===== src/pkg/fwd_pkg.sv =====
package fwd_pkg;

    // ---------------------------------------------------------------
    // timing
    // ---------------------------------------------------------------
    localparam int unsigned CLK_PERIOD_NS = 10;
    localparam int unsigned TIMEOUT_MS = 800;
    // longest time: rounds down
    localparam longint unsigned TIMEOUT_CYCLES =
        (longint'(TIMEOUT_MS) * 64'd1000000) / longint'(CLK_PERIOD_NS);
    localparam int unsigned CNT_W = 27;

    // ---------------------------------------------------------------
    // reset values and reboot pulse length
    // ---------------------------------------------------------------
    localparam logic ARMED_RST = 1'b1;
    localparam logic CAUSE_RST = 1'b0;
    localparam logic [3:0] PULSE_LEN = 4'h4;

    typedef enum logic [1:0] {
        FWD_IDLE,
        FWD_COUNT,
        FWD_FIRE
    } fwd_state_t;

endpackage : fwd_pkg


===== src/fwd_watchdog.sv =====
`timescale 1ns/1ns
// How it works
// - timeout is fixed at 0.8 s; nothing in software changes it.
// - after power-on reset the watchdog is armed and counting.
// - no kick within 0.8 s of arming or last kick forces a reboot.
// - separate arm, disarm and kick commands; disarmed never reboots.
// - a flag surviving the reboot tells whether the watchdog caused it.
module fwd_watchdog #(
    parameter int unsigned TIMEOUT_CYCLES = 32'(fwd_pkg::TIMEOUT_CYCLES)
) (
    input wire logic clk_i,
    input wire logic reset_n_i,
    input wire logic arm_watchdog_cmd_i,
    input wire logic disarm_watchdog_cmd_i,
    input wire logic kick_watchdog_cmd_i,
    input wire logic cause_clear_i,
    output logic armed_o,
    output logic reboot_o,
    output logic last_reboot_cause_query_o
);

    // ---------------------------------------------------------------
    // state
    // ---------------------------------------------------------------
    fwd_pkg::fwd_state_t state_ff;
    logic [fwd_pkg::CNT_W-1:0] count_ff;
    logic [3:0] pulse_ff;
    logic expire;

    localparam logic [fwd_pkg::CNT_W-1:0] LAST = fwd_pkg::CNT_W'(TIMEOUT_CYCLES - 1);

    assign expire = (state_ff == fwd_pkg::FWD_COUNT) && (count_ff == LAST)
        && !kick_watchdog_cmd_i && !disarm_watchdog_cmd_i;

    // ---------------------------------------------------------------
    // arming and firing
    // ---------------------------------------------------------------
    // disarm beats arm if both arrive together: the safe way to lose a race
    always_ff @(posedge clk_i or negedge reset_n_i)
    begin
        if (!reset_n_i)
        begin
            state_ff <= fwd_pkg::FWD_COUNT;
        end
        else
        begin
            unique case (state_ff)
                fwd_pkg::FWD_IDLE:
                begin
                    if (arm_watchdog_cmd_i && !disarm_watchdog_cmd_i)
                    begin
                        state_ff <= fwd_pkg::FWD_COUNT;
                    end
                end
                fwd_pkg::FWD_COUNT:
                begin
                    if (disarm_watchdog_cmd_i)
                    begin
                        state_ff <= fwd_pkg::FWD_IDLE;
                    end
                    else if (expire)
                    begin
                        state_ff <= fwd_pkg::FWD_FIRE;
                    end
                end
                fwd_pkg::FWD_FIRE:
                begin
                    if (pulse_ff == 4'h1)
                    begin
                        state_ff <= fwd_pkg::FWD_COUNT;
                    end
                end
                default:
                begin
                    state_ff <= fwd_pkg::FWD_COUNT;
                end
            endcase
        end
    end

    // ---------------------------------------------------------------
    // timeout counter
    // ---------------------------------------------------------------
    always_ff @(posedge clk_i or negedge reset_n_i)
    begin
        if (!reset_n_i)
        begin
            count_ff <= '0;
        end
        else if (state_ff != fwd_pkg::FWD_COUNT || kick_watchdog_cmd_i
            || arm_watchdog_cmd_i)
        begin
            count_ff <= '0;
        end
        else if (count_ff != LAST)
        begin
            count_ff <= count_ff + 1'b1;
        end
    end

    // ---------------------------------------------------------------
    // reboot pulse and cause flag
    // ---------------------------------------------------------------
    always_ff @(posedge clk_i or negedge reset_n_i)
    begin
        if (!reset_n_i)
        begin
            pulse_ff <= '0;
            reboot_o <= 1'b0;
        end
        else if (expire)
        begin
            pulse_ff <= fwd_pkg::PULSE_LEN;
            reboot_o <= 1'b1;
        end
        else if (pulse_ff != 4'h0)
        begin
            pulse_ff <= pulse_ff - 1'b1;
            reboot_o <= (pulse_ff != 4'h1);
        end
    end

    // the reboot pulse leaves this flag set; only reset_n_i or cause_clear_i clears it; the set wins a clear
    always_ff @(posedge clk_i or negedge reset_n_i)
    begin
        if (!reset_n_i)
        begin
            last_reboot_cause_query_o <= fwd_pkg::CAUSE_RST;
        end
        else if (expire)
        begin
            last_reboot_cause_query_o <= 1'b1;
        end
        else if (cause_clear_i)
        begin
            last_reboot_cause_query_o <= 1'b0;
        end
    end

    // ---------------------------------------------------------------
    // armed flag
    // ---------------------------------------------------------------
    // built from the same inputs as the state, so it never lags the state by a cycle
    always_ff @(posedge clk_i or negedge reset_n_i)
    begin
        if (!reset_n_i)
        begin
            armed_o <= fwd_pkg::ARMED_RST;
        end
        else
        begin
            armed_o <= (state_ff == fwd_pkg::FWD_IDLE)
                ? (arm_watchdog_cmd_i && !disarm_watchdog_cmd_i)
                : !(state_ff == fwd_pkg::FWD_COUNT && disarm_watchdog_cmd_i);
        end
    end
endmodule : fwd_watchdog


===== config.mk =====
export PLATFORM = sky130hd
export DESIGN_NAME = fwd_watchdog
export DESIGN_NICKNAME = d
export VERILOG_FILES = /design/src/pkg/fwd_pkg.sv /design/src/fwd_watchdog.sv
export SDC_FILE = /design/constraint.sdc
export NUM_CORES = 1
export LEC_CHECK = 0
export ABC_AREA = 1
export BUFFER_PORTS_ARGS = -buffer_cell sky130_fd_sc_hd__clkbuf_2
export CORE_MARGIN = 3
export CORE_UTILIZATION = 58
export DETAILED_ROUTE_END_ITERATION = 7
export GPL_ROUTABILITY_DRIVEN = 0
export GPL_TIMING_DRIVEN = 0
export PLACE_DENSITY = 0.75
export SETUP_SLACK_MARGIN = 0.15
export SYNTH_ARGS = -nofsm -noshare
export SYNTH_HDL_FRONTEND = slang
export SYNTH_SLANG_ARGS = --single-unit
export TNS_END_PERCENT = 20

===== constraint.sdc =====
create_clock -name clk_i -period 1.95 [get_ports clk_i]
set_input_delay 0.2925 -clock clk_i [delete_from_list [all_inputs] [get_ports clk_i]]
set_output_delay 0.2925 -clock clk_i [all_outputs]
set_load 0.01 [all_outputs]

Word-level counts from Yosys, hierarchy flattened
Index checks and enable logic that the tools add are counted.
Widths: inputs -> output; s select.
Cells by class
  add/sub/neg operators: 2
  multipliers: 0
  div/mod/pow operators: 0
  order comparisons: 0
  eq/ne operators: 10
  shift operators: 0
  muxes and demuxes: 14
  bitwise logic cells: 0
  reductions and logical operators: 16
Operators with widths (number)
  $mux 27: 2
  $add 27x1->27 const B: 1
  $eq 27x27->1 const B: 1
  $ne 27x27->1 const B: 1
  $mux 2: 4
  $mux 4: 2
  $pmux 2 s3: 1
  $reduce_bool 2->1: 3
  $logic_and 1x1->1: 5
  $mux 1: 5
  $eq 4x1->1 const B: 1
  $ne 2x2->1 const B: 2
  $ne 4x1->1 const B: 1
  $reduce_bool 4->1: 1
  $sub 4x1->4 const B: 1
  $logic_not 1->1: 3
  $ne 3x3->1 const B: 1
  $reduce_and 3->1: 1
  $eq 2x1->1 const B: 1
  $eq 2x2->1 const B: 1
  $logic_not 2->1: 1
  $logic_or 1x1->1: 2
  $ne 2x1->1 const B: 1
Word-level totals
  flip-flop bits (word level): 36
  latch bits: 0
  RAM bits: 0
  bits in read-only memories: 0
  bits of input ports: 6
  output and inout bits: 3
  logic and storage cells: 48
  memories: 0

Longest topological paths before layout
Gate-level depths: netlist (run 1).
  depth in word-level cells: 7
  gate-level depth with buffers: 9
  mapped depth without buffers: 9

Worst setup path after synthesis (run 1)
No wires, ideal clock.
  kind: reg-to-reg
  start: register count_ff[0] (netlist name)
  end: register count_ff[8] (netlist name)
  library setup time: 116 ps
  arrival time: 1359 ps
  required time: 1834 ps
  slack: 474 ps
  stages on the path, launching flop included: 9
  path buffers: 0
  clock period less this slack: 1476 ps
  path through: dfrtp_1 -> ha_1 -> inv_1 -> nor2_4 -> nand2_4 -> inv_1 -> or2_2 -> nand3_1 -> nand2_1
Between the ends
  cells in the longest elaborated chain, start to end: 3
  elaborated cells between the ends (all ways): 5
  classes of those cells: 1 x add/sub; 1 x eq/ne; 2 x mux; 1 x reduce/logical
Ends and longest elaborated chain
  start: declaration: line fwd_watchdog.sv:26  | logic [fwd_pkg::CNT_W-1:0] count_ff;
  start signal: assignment: line fwd_watchdog.sv:97  | count_ff <= count_ff + 1'b1;
  $add 27x1->27: line fwd_watchdog.sv:97
  $mux 27: line fwd_watchdog.sv:95  | else if (count_ff != LAST)
  $mux 27: line fwd_watchdog.sv:90  | else if (state_ff != fwd_pkg::FWD_COUNT || kick_watchdog_cmd_i
Several ways; a longest one is shown, not always the timed one. The select of a mux whose other input is x is not followed.
A chain may end at the register's enable or synchronous reset.

Worst setup path after layout (run 1)
  start: register count_ff[0] (netlist name)
  end: register count_ff[0] (netlist name)
The elaborated chain is that of the path after synthesis.

==> results_dict.tcl, run 1 <==
set metrics [dict create \
    antenna_found_initial 0 \
    ys_seq_area_share_pct 39.2 \
    vias 2068 \
    p_total_w 0.00159 \
    skew_ns 0.00478 \
    syn_inst 339 \
    overflow 0 \
    clk_pin_slew_ns 0.07 \
    relSlewSlack_pct 40.3 \
    hpwlAfterDp_mm 3.89 \
    numPortBuffers 8 \
    cp-end-kind "flop" \
    io_pins 9 \
    core_area_um2 3740 \
    drv_slew 0 \
    p_per_area_nw_per_um2 629 \
    timing.final.crit_period_ns 1.63 \
    hold_buffers 0 \
    cts_tree "built" \
    die-height_um 69.1 \
    status "finished clean" \
    holdWs_ns 0.114 \
    required_ns 2.18 \
    synth_top_area_share_pct 36.9 \
    leakage_nw 1.13 \
    combPwrFrac_pct 12.2 \
    p_clk_share_pct 37.0 \
    yosysTopAreaCell "dfrtp_1" \
    htreeDepth 2 \
    drt_first_iter_violations 102 \
    grt_setup_unrepaired "false" \
    vdd_drop_max_uv 542 \
    track_usage_pct 22.6 \
    drcViolationCount 0 \
    rr_worst_depth 8 \
    synth_seq_cells 36 \
    die_w_um 69.1 \
    syn_nets 349 \
    area_growth_pct 9.38 \
    worstSkewPairLatency_ns 0.29 \
    setup_violations 0 \
    hold_viol 0 \
    p_switching_w 0.000419 \
    fmax_mhz 612 \
    hp-class "primary input to asynchronous set/reset pin" \
    crit_type "flop to flop" \
    period_share_pct 83.8 \
    grt_pass1_vias 1990 \
    fin_cells 405 \
    p_int_w 0.00117 \
    grt_pass1_wl_mm 8.64 \
    placedCellCount 395 \
    cp_max_fo 6 \
    cts_buffer_depth 2 \
    antennaDiodeCount 0 \
    dp_worst_setup_slack_ns 0.191 \
    synth_cell_types 26 \
    cp-start-kind "flop" \
    synthesis.area_um2 2310 \
    fin_tns_setup_ns 0 \
    viasPerCell 5.11 \
    ant_nets 0 \
    final_nets 366 \
    reg2reg_slack_ns 0.32 \
    r2r_start "count_ff[0]$_DFFE_PN0P_" \
    seq_power_share_pct 50.8 \
    setup_ws_ns 0.317 \
    cts_sinks 36 \
    crit_arrival_ns 1.86 \
    drive_above_1_share_pct 14.0 \
    grt_max_degree 37 \
    reg2reg_to "count_ff[0]$_DFFE_PN0P_" \
    cts_buffers 5 \
    p_sw_share_pct 26.4 \
    post_drt_wl_per_cell_um 12.3 \
    start_util_pct 61.6 \
    finalWirelength_mm 5.00 \
    cts-root-buf "clkbuf_8" \
    worst_pin_slew_ns 0.895 \
    synth.area.top_cells "dfrtp_1, nand2_1, nor2_1" \
    dr.pass1.iters 4 \
    drv_cap 0 \
    rows 22 \
    die_area_um2 4770 \
    syn_area_per_cell_um2 6.81 \
    yosysWarnings 0 \
    fillers 359 \
]
==> power groups by stage <==
stage / clock network, W / registers, W / logic [W]
floorplan: 0 / 0.000822 / 0.000129
global placement: 0 / 0.000819 / 0.000193
detailed placement: 0 / 0.000820 / 0.000197
CTS: 0.000596 / 0.000806 / 0.000199
global route: 0.000635 / 0.000808 / 0.000219
finish: 0.000588 / 0.000806 / 0.000194
==> cells in the mapped netlist <==
master / n
nand2_2: 3
o21ai_0: 5
inv_2: 5
nor2_1: 76
xor2_1: 5
nor3_2: 1
inv_1: 27
o21a_1: 1
o21bai_1: 1
nand4_2: 1
ha_1: 4
nand2_4: 2
a21oi_1: 8
dfrtp_1: 34
dfstp_2: 2
nand4_1: 1
buf_2: 1
nand3_1: 27
nor2_2: 3
or2_2: 7
xnor2_1: 4
nor2_8: 1
nor2_4: 5
nand2_1: 113
buf_6: 1
nor3_1: 1
==> metal layers <==
layer	wire [µm]	global-route usage [%]	part of all wire (%)	vias up
li1	-	-	-	1079
met1	2440	30.5	49	950
met2	2270	36.3	45	33
met4	63	6.72	1.3	0
met5	0	0	0	-
met3	233	5.25	4.7	6
==> cells in the final DEF (no fill, tap or decap), drive strengths merged, types with 5 or more instances in the layout <==
cell    synthesis  routed
dfrtp          34      34
nand3          27      27
nor2           85      85
a21oi           8       8
nand2         118     118
or2             7       7
o21ai           5       5
clkbuf          0      16
inv            32      32
xor2            5       5
==> worst max path at each step <==
stage               cells past startpoint                    start                 endpoint
finish                                  8  count_ff[0]$_DFFE_PN0P_  count_ff[0]$_DFFE_PN0P_
global route                            8  count_ff[0]$_DFFE_PN0P_  pulse_ff[0]$_DFFE_PN0P_
CTS                                     8  count_ff[0]$_DFFE_PN0P_  pulse_ff[3]$_DFFE_PN0P_
detailed placement                      8  count_ff[0]$_DFFE_PN0P_  pulse_ff[3]$_DFFE_PN0P_
global placement                        8  count_ff[0]$_DFFE_PN0P_  pulse_ff[3]$_DFFE_PN0P_
floorplan                               8  count_ff[0]$_DFFE_PN0P_  count_ff[8]$_DFFE_PN0P_
==> state kept, by name, summed over array words and instances (netlist names) <==
signal	cells
armed_o	1
count_ff	27
last_reboot_cause_query_o	1
pulse_ff	4
reboot_o	1
state_ff	2
==> what timing repair did <==
action                     CTS  global route
hold endpoints to repair     0             0
resized for setup            0             1
setup endpoints to repair    0            18
setup buffers                0             2
==> per-stage QoR <==
| step | utilization, % | cell area, µm² |
|---|---|---|
| 5_1_grt | 67.4 | 2520 |
| 3_3_place_gp | 64.3 | 2410 |
| 2_1_floorplan | - | 2310 |
| 4_1_cts | 67.0 | 2510 |
| 3_5_place_dp | 64.3 | 2410 |
| 6_report | 67.4 | 2520 |
==> worst max-delay path, stage by stage, from the launching register on <==
cell	delay (ns)
dfrtp_2	0.44
ha_1	0.23
inv_1	0.10
nor2_4	0.16
buf_4	0.15
nand4_1	0.09
nor2_1	0.22
nand3_1	0.11
nand2_1	0.07
==> cells by family (layout without fill, tap and decap cells) <==
| family | Yosys count | after routing | synth area share (%) |
|---|---|---|---|
| AO/OA/AOI/OAI | 15 | 15 | 3.47 |
| XOR/XNOR | 9 | 9 | 3.42 |
| adder cells (fa/ha/maj) | 4 | 4 | 2.17 |
| buffers and inverters | 34 | 52 | 5.91 |
| flip-flops | 36 | 36 | 39.2 |
| AND/OR/NAND/NOR | 241 | 241 | 45.9 |
==> final cells by class <==
| cell class | instances | area [µm²] | area share (%) |
|---|---|---|---|
| well taps | 48 | 60.1 | 2.38 |
| plain buffers | 2 | 16.3 | 0.645 |
| multi-input cells | 269 | 1270 | 50.2 |
| repair buffers | 10 | 55.1 | 2.18 |
| clock buffers | 8 | 100 | 3.97 |
| flip-flops and latches | 36 | 905 | 35.8 |
| inverters | 32 | 120 | 4.76 |
Note: power is estimated with default switching activity, not from simulation.
==> run 2, diff against run 1 <==
Clock period 1.95 ns to 1.52 ns, I/O delays scaled along.
==> run 2 against run 1 <==
  * Global-route usage is 2.1 points higher
  * Clock-buffer cell count is 2 lower
  * Sequential power is 28% higher
  * First-iteration DRC count is 56% higher
  * Die area stayed put
  * Clock skew is 0.0033 ns higher
  * Final cell count is 3.2% higher
  * Hold slack worse by 0.063 ns
  * Combinational power is 77% higher
  * Worst setup slack worse by 0.22 ns
  * Non-clock buffer count is 13 higher
==> results_dict.tcl, run 2 (same netlist as run 1, synthesis figures left out) <==
set metrics [dict create \
    grt_setup_unrepaired "true" \
    cp_max_fo 5 \
    fin_cells 418 \
    htreeDepth 2 \
    post_drt_wl_per_cell_um 13.8 \
    cts_buffer_depth 2 \
    ant_nets 0 \
    antenna_found_initial 0 \
    viasPerCell 5.27 \
    cts_tree "built" \
    skew_ns 0.00809 \
    drv_cap 0 \
    timing.final.crit_period_ns 1.42 \
    core_area_um2 3740 \
    final_nets 379 \
    start_util_pct 61.6 \
    vias 2203 \
    io_pins 9 \
    combPwrFrac_pct 15.5 \
    grt_max_degree 37 \
    p_total_w 0.00222 \
    grt_pass1_vias 2084 \
    dpl_cell_area_um2 2410 \
    worst_pin_slew_ns 0.910 \
    required_ns 1.70 \
    hold_viol 0 \
    cts-root-buf "clkbuf_8" \
    die_w_um 69.1 \
    dr.pass1.iters 4 \
    largest_reg_flops 27 \
    crit_type "flop to flop" \
    hpwlAfterDp_mm 3.89 \
    drive_above_1_share_pct 27.3 \
    fin_util_pct 74.6 \
    status "finished clean" \
    leakage_nw 1.22 \
    relSlewSlack_pct 39.4 \
    worstSkewPairLatency_ns 0.29 \
    hp-class "primary input to asynchronous set/reset pin" \
    rows 22 \
    cts_sinks 36 \
    die_area_um2 4770 \
    period_share_pct 93.6 \
    drt_first_iter_violations 159 \
    setup_violations 0 \
    p_clk_share_pct 38.0 \
    crit_arrival_ns 1.60 \
    final_cell_mix "nand2_1, nor2_1, dfrtp_1" \
    layout_commonest_cell "nand2_1" \
    numPortBuffers 8 \
    drv_slew 0 \
    seq_power_share_pct 46.5 \
    p_sw_share_pct 26.8 \
    vdd_drop_max_uv 676 \
    fillers 289 \
    hold_buffers 0 \
    die-height_um 69.1 \
    p_per_area_nw_per_um2 795 \
    overflow 0 \
    drcViolationCount 0 \
    p_switching_w 0.000594 \
    cts_buffers 5 \
    largest_register "count_ff" \
    track_usage_pct 24.7 \
    cp-end-kind "flop" \
    finalWirelength_mm 5.75 \
    placedCellCount 395 \
    fmax_mhz 703 \
    area_growth_pct 21.1 \
    top_regs "count_ff (27), pulse_ff (4), state_ff (2)" \
    holdWs_ns 0.0516 \
    antennaDiodeCount 0 \
    fin_area_um2 2790 \
    p_int_w 0.00163 \
    clk_pin_slew_ns 0.08 \
    grt_pass1_wl_mm 9.43 \
    cp-start-kind "flop" \
]
## run 2: changes by cell type in the layout (fill, tap and decap cells not counted), sizes merged
| cell | before | now |
|---|---|---|
| buf | 4 | 17 |
| clkbuf | 16 | 14 |
| bufinv | 0 | 1 |
| clkinv | 0 | 1 |
## run 2: area by class of cell
| class | instances | area, µm² | area share (%) |
|---|---|---|---|
| inverter | 32 | 125 | 4.48 |
| tap | 48 | 60.1 | 2.15 |
| clock inverter | 2 | 35.0 | 1.25 |
| timing repair buffer | 23 | 156 | 5.60 |
| buffer | 2 | 22.5 | 0.806 |
| clock buffer | 6 | 72.6 | 2.60 |
| multi-input combinational | 269 | 1410 | 50.5 |
| sequential | 36 | 911 | 32.6 |
## run 2: final timing paths
kind                                                       startpoint                                     to  slack, ns  depth (start not counted)
worst max register to register                count_ff[0]$_DFFE_PN0P_                count_ff[7]$_DFFE_PN0P_        0.1                          8
worst min register to register  last_reboot_cause_query_o$_DFFE_PN0P_  last_reboot_cause_query_o$_DFFE_PN0P_       0.53                          2
worst min-delay path                                        reset_n_i                state_ff[1]$_DFFE_PN0P_       0.05                          1
max in group asynchronous                                   reset_n_i               count_ff[10]$_DFFE_PN0P_       0.84                          1
min in group clk_i                                      cause_clear_i  last_reboot_cause_query_o$_DFFE_PN0P_       0.13                          2
worst max-delay path                          count_ff[0]$_DFFE_PN0P_                count_ff[7]$_DFFE_PN0P_        0.1                          8
## run 2: routing by layer
layer | vias up | part of all wire, % | global-route usage (%)
met5 | - | 0 | 0
met4 | 0 | 1.9 | 8.46
met3 | 14 | 7.4 | 5.83
met2 | 60 | 49 | 39.9
met1 | 1028 | 42 | 32.6
li1 | 1101 | - | -
## run 2: critical path, stage by stage, from the launching register on
cell and delay [ns]:
dfrtp_2 0.43, buf_4 0.17, inv_2 0.08, nor2_4 0.06, nand2_4 0.09, inv_2 0.05
or2_2 0.28, nand3_1 0.07, nand2_1 0.06
## run 2: metrics by stage
| stage | setup TNS, ns | setup WS (ns) |
|---|---|---|
| finish | 0 | 0.0970 |
| global placement | -1.59 | -0.145 |
| floorplan | 0 | 0.156 |
| CTS | 0 | 0.124 |
| global route | 0 | 0.0175 |
| detailed placement | -2.18 | -0.185 |
## run 2: power groups by stage
| stage | Clock, W | Combinational (W) | Sequential (W) |
|---|---|---|---|
| floorplan | 0 | 0.000166 | 0.00105 |
| global placement | 0 | 0.000248 | 0.00105 |
| detailed placement | 0 | 0.000253 | 0.00105 |
| CTS | 0.000850 | 0.000336 | 0.00103 |
| global route | 0.000898 | 0.000382 | 0.00104 |
| finish | 0.000843 | 0.000344 | 0.00103 |
## run 2: repair_timing
item                       CTS  global route
setup buffers               11             4
pin swaps                    6             7
gates resized for setup     20            33
setup endpoints to repair   35            35
gates cloned                 0             0
==> run 3, diff against run 2 <==
Settings changed: CORE_ASPECT_RATIO set to 0.75.
==> run 3 against run 2 <==
  * Largest power group unchanged
  * Hold slack worse by 0.0051 ns
  * Highest routed layer unchanged
  * Final cell count rose by 0.48%
  * Clock power decreased by 13%
==> results_dict.tcl, run 3 (same netlist as run 1, synthesis figures left out) <==
set metrics [dict create \
    antennaDiodeCount 0 \
    p_total_w 0.00208 \
    cts_sinks 36 \
    cts_buffer_depth 2 \
    largest_register "count_ff" \
    p_per_area_nw_per_um2 759 \
    worstSkewPairLatency_ns 0.29 \
    area_growth_pct 18.7 \
    combPwrFrac_pct 15.0 \
    leakage_nw 1.20 \
    p_switching_w 0.000549 \
    finalWirelength_mm 5.31 \
    relSlewSlack_pct 41.7 \
    die_w_um 78.8 \
    post_drt_wl_per_cell_um 12.6 \
    top_regs "count_ff (27), pulse_ff (4), state_ff (2)" \
    cp-start-kind "flop" \
    grt_max_degree 37 \
    hpwlAfterDp_mm 3.87 \
    drv_slew 0 \
    start_util_pct 61.8 \
    drcViolationCount 0 \
    drt_first_iter_violations 170 \
    clk_pin_slew_ns 0.07 \
    cts_tree "built" \
    drive_above_1_share_pct 24.7 \
    rows 19 \
    die-height_um 60.6 \
    viasPerCell 5.16 \
    grt_pass1_wl_mm 8.97 \
    skew_ns 0.00486 \
    crit_type "flop to flop" \
    hp-class "primary input to asynchronous set/reset pin" \
    period_share_pct 92.0 \
    die_area_um2 4780 \
    hold_viol 0 \
    holdWs_ns 0.0465 \
    drv_cap 0 \
    hold_buffers 0 \
    largest_reg_flops 27 \
    crit_arrival_ns 1.63 \
    setup_violations 0 \
    status "finished clean" \
    fmax_mhz 715 \
    overflow 0 \
    p_clk_share_pct 35.2 \
    final_cell_mix "nand2_1, nor2_1, dfrtp_1" \
    cts-root-buf "clkbuf_8" \
    vias 2166 \
    cp-end-kind "flop" \
    seq_power_share_pct 49.9 \
    dr.pass1.iters 4 \
    layout_commonest_cell "nand2_1" \
    p_int_w 0.00153 \
    worst_pin_slew_ns 0.875 \
    grt_pass1_vias 1928 \
    fin_cells 420 \
    fin_util_pct 73.4 \
    track_usage_pct 24.8 \
    reg2reg_slack_ns 0.12 \
    core_area_um2 3730 \
    cp_max_fo 8 \
    cts_buffers 5 \
    antenna_found_initial 0 \
    fin_tns_setup_ns 0 \
    placedCellCount 399 \
    numPortBuffers 8 \
    final_nets 378 \
    htreeDepth 2 \
    timing.final.crit_period_ns 1.40 \
    p_sw_share_pct 26.4 \
    required_ns 1.75 \
    ant_nets 0 \
    io_pins 9 \
    vdd_drop_max_uv 596 \
    grt_setup_unrepaired "true" \
]
-- run 3: worst paths after layout --
| path | cells after the start | endpoint | startpoint |
|---|---|---|---|
| min reg2reg | 2 | last_reboot_cause_query_o$_DFFE_PN0P_ | last_reboot_cause_query_o$_DFFE_PN0P_ |
| min in group clk_i | 2 | last_reboot_cause_query_o$_DFFE_PN0P_ | cause_clear_i |
| max | 9 | count_ff[8]$_DFFE_PN0P_ | count_ff[1]$_DFFE_PN0P_ |
| max reg2reg | 9 | count_ff[8]$_DFFE_PN0P_ | count_ff[1]$_DFFE_PN0P_ |
| min | 1 | count_ff[1]$_DFFE_PN0P_ | reset_n_i |
| max in group asynchronous | 1 | count_ff[18]$_DFFE_PN0P_ | reset_n_i |
-- run 3: per-layer routing --
layer | global-route usage [%] | up-vias | routed length [µm] | share of wire (%)
li1 | - | 1100 | - | -
met3 | 4.45 | 7 | 314 | 5.9
met5 | 0 | - | 0 | 0
met1 | 38.5 | 1009 | 2690 | 51
met4 | 7.35 | 0 | 59 | 1.1
met2 | 35.4 | 50 | 2250 | 42
-- run 3: power by group through the flow --
stage	logic, W	clock network (W)	registers [W]
floorplan	0.000166	0	0.00105
detailed placement	0.000252	0	0.00105
global route	0.000357	0.000785	0.00104
finish	0.000311	0.000731	0.00104
global placement	0.000249	0	0.00105
CTS	0.000306	0.000747	0.00103
-- run 3: what timing repair did --
action / in CTS / in global routing
setup endpoints to repair: 35 / 35
pin swaps: 6 / 7
resized for setup: 19 / 20
setup buffers: 8 / 6
-- run 3: layout make-up --
type                       count  area [µm²]
clock buffer                   7        96.3
multi-input combinational    269        1380
fill                         331         993
timing repair buffer          22         145
inverter                      32         125
buffer                         2        22.5
tap                           52        65.1
sequential                    36         908
-- run 3: per-stage QoR --
step	instance area, µm²	setup slack, ns
5_1_grt	2740	0.0311
6_report	2740	0.121
3_3_place_gp	2410	-0.0879
3_5_place_dp	2410	-0.117
4_1_cts	2640	0.118
2_1_floorplan	2310	0.156
-- run 3: worst max-delay path, cell delays in order (launching register included) --
cell	delay [ns]
dfrtp_1	0.40
ha_4	0.18
inv_4	0.04
nor2_4	0.14
nand2_4	0.12
nor2_4	0.12
nand2_4	0.11
nor2_4	0.11
inv_2	0.05
nand2_1	0.05
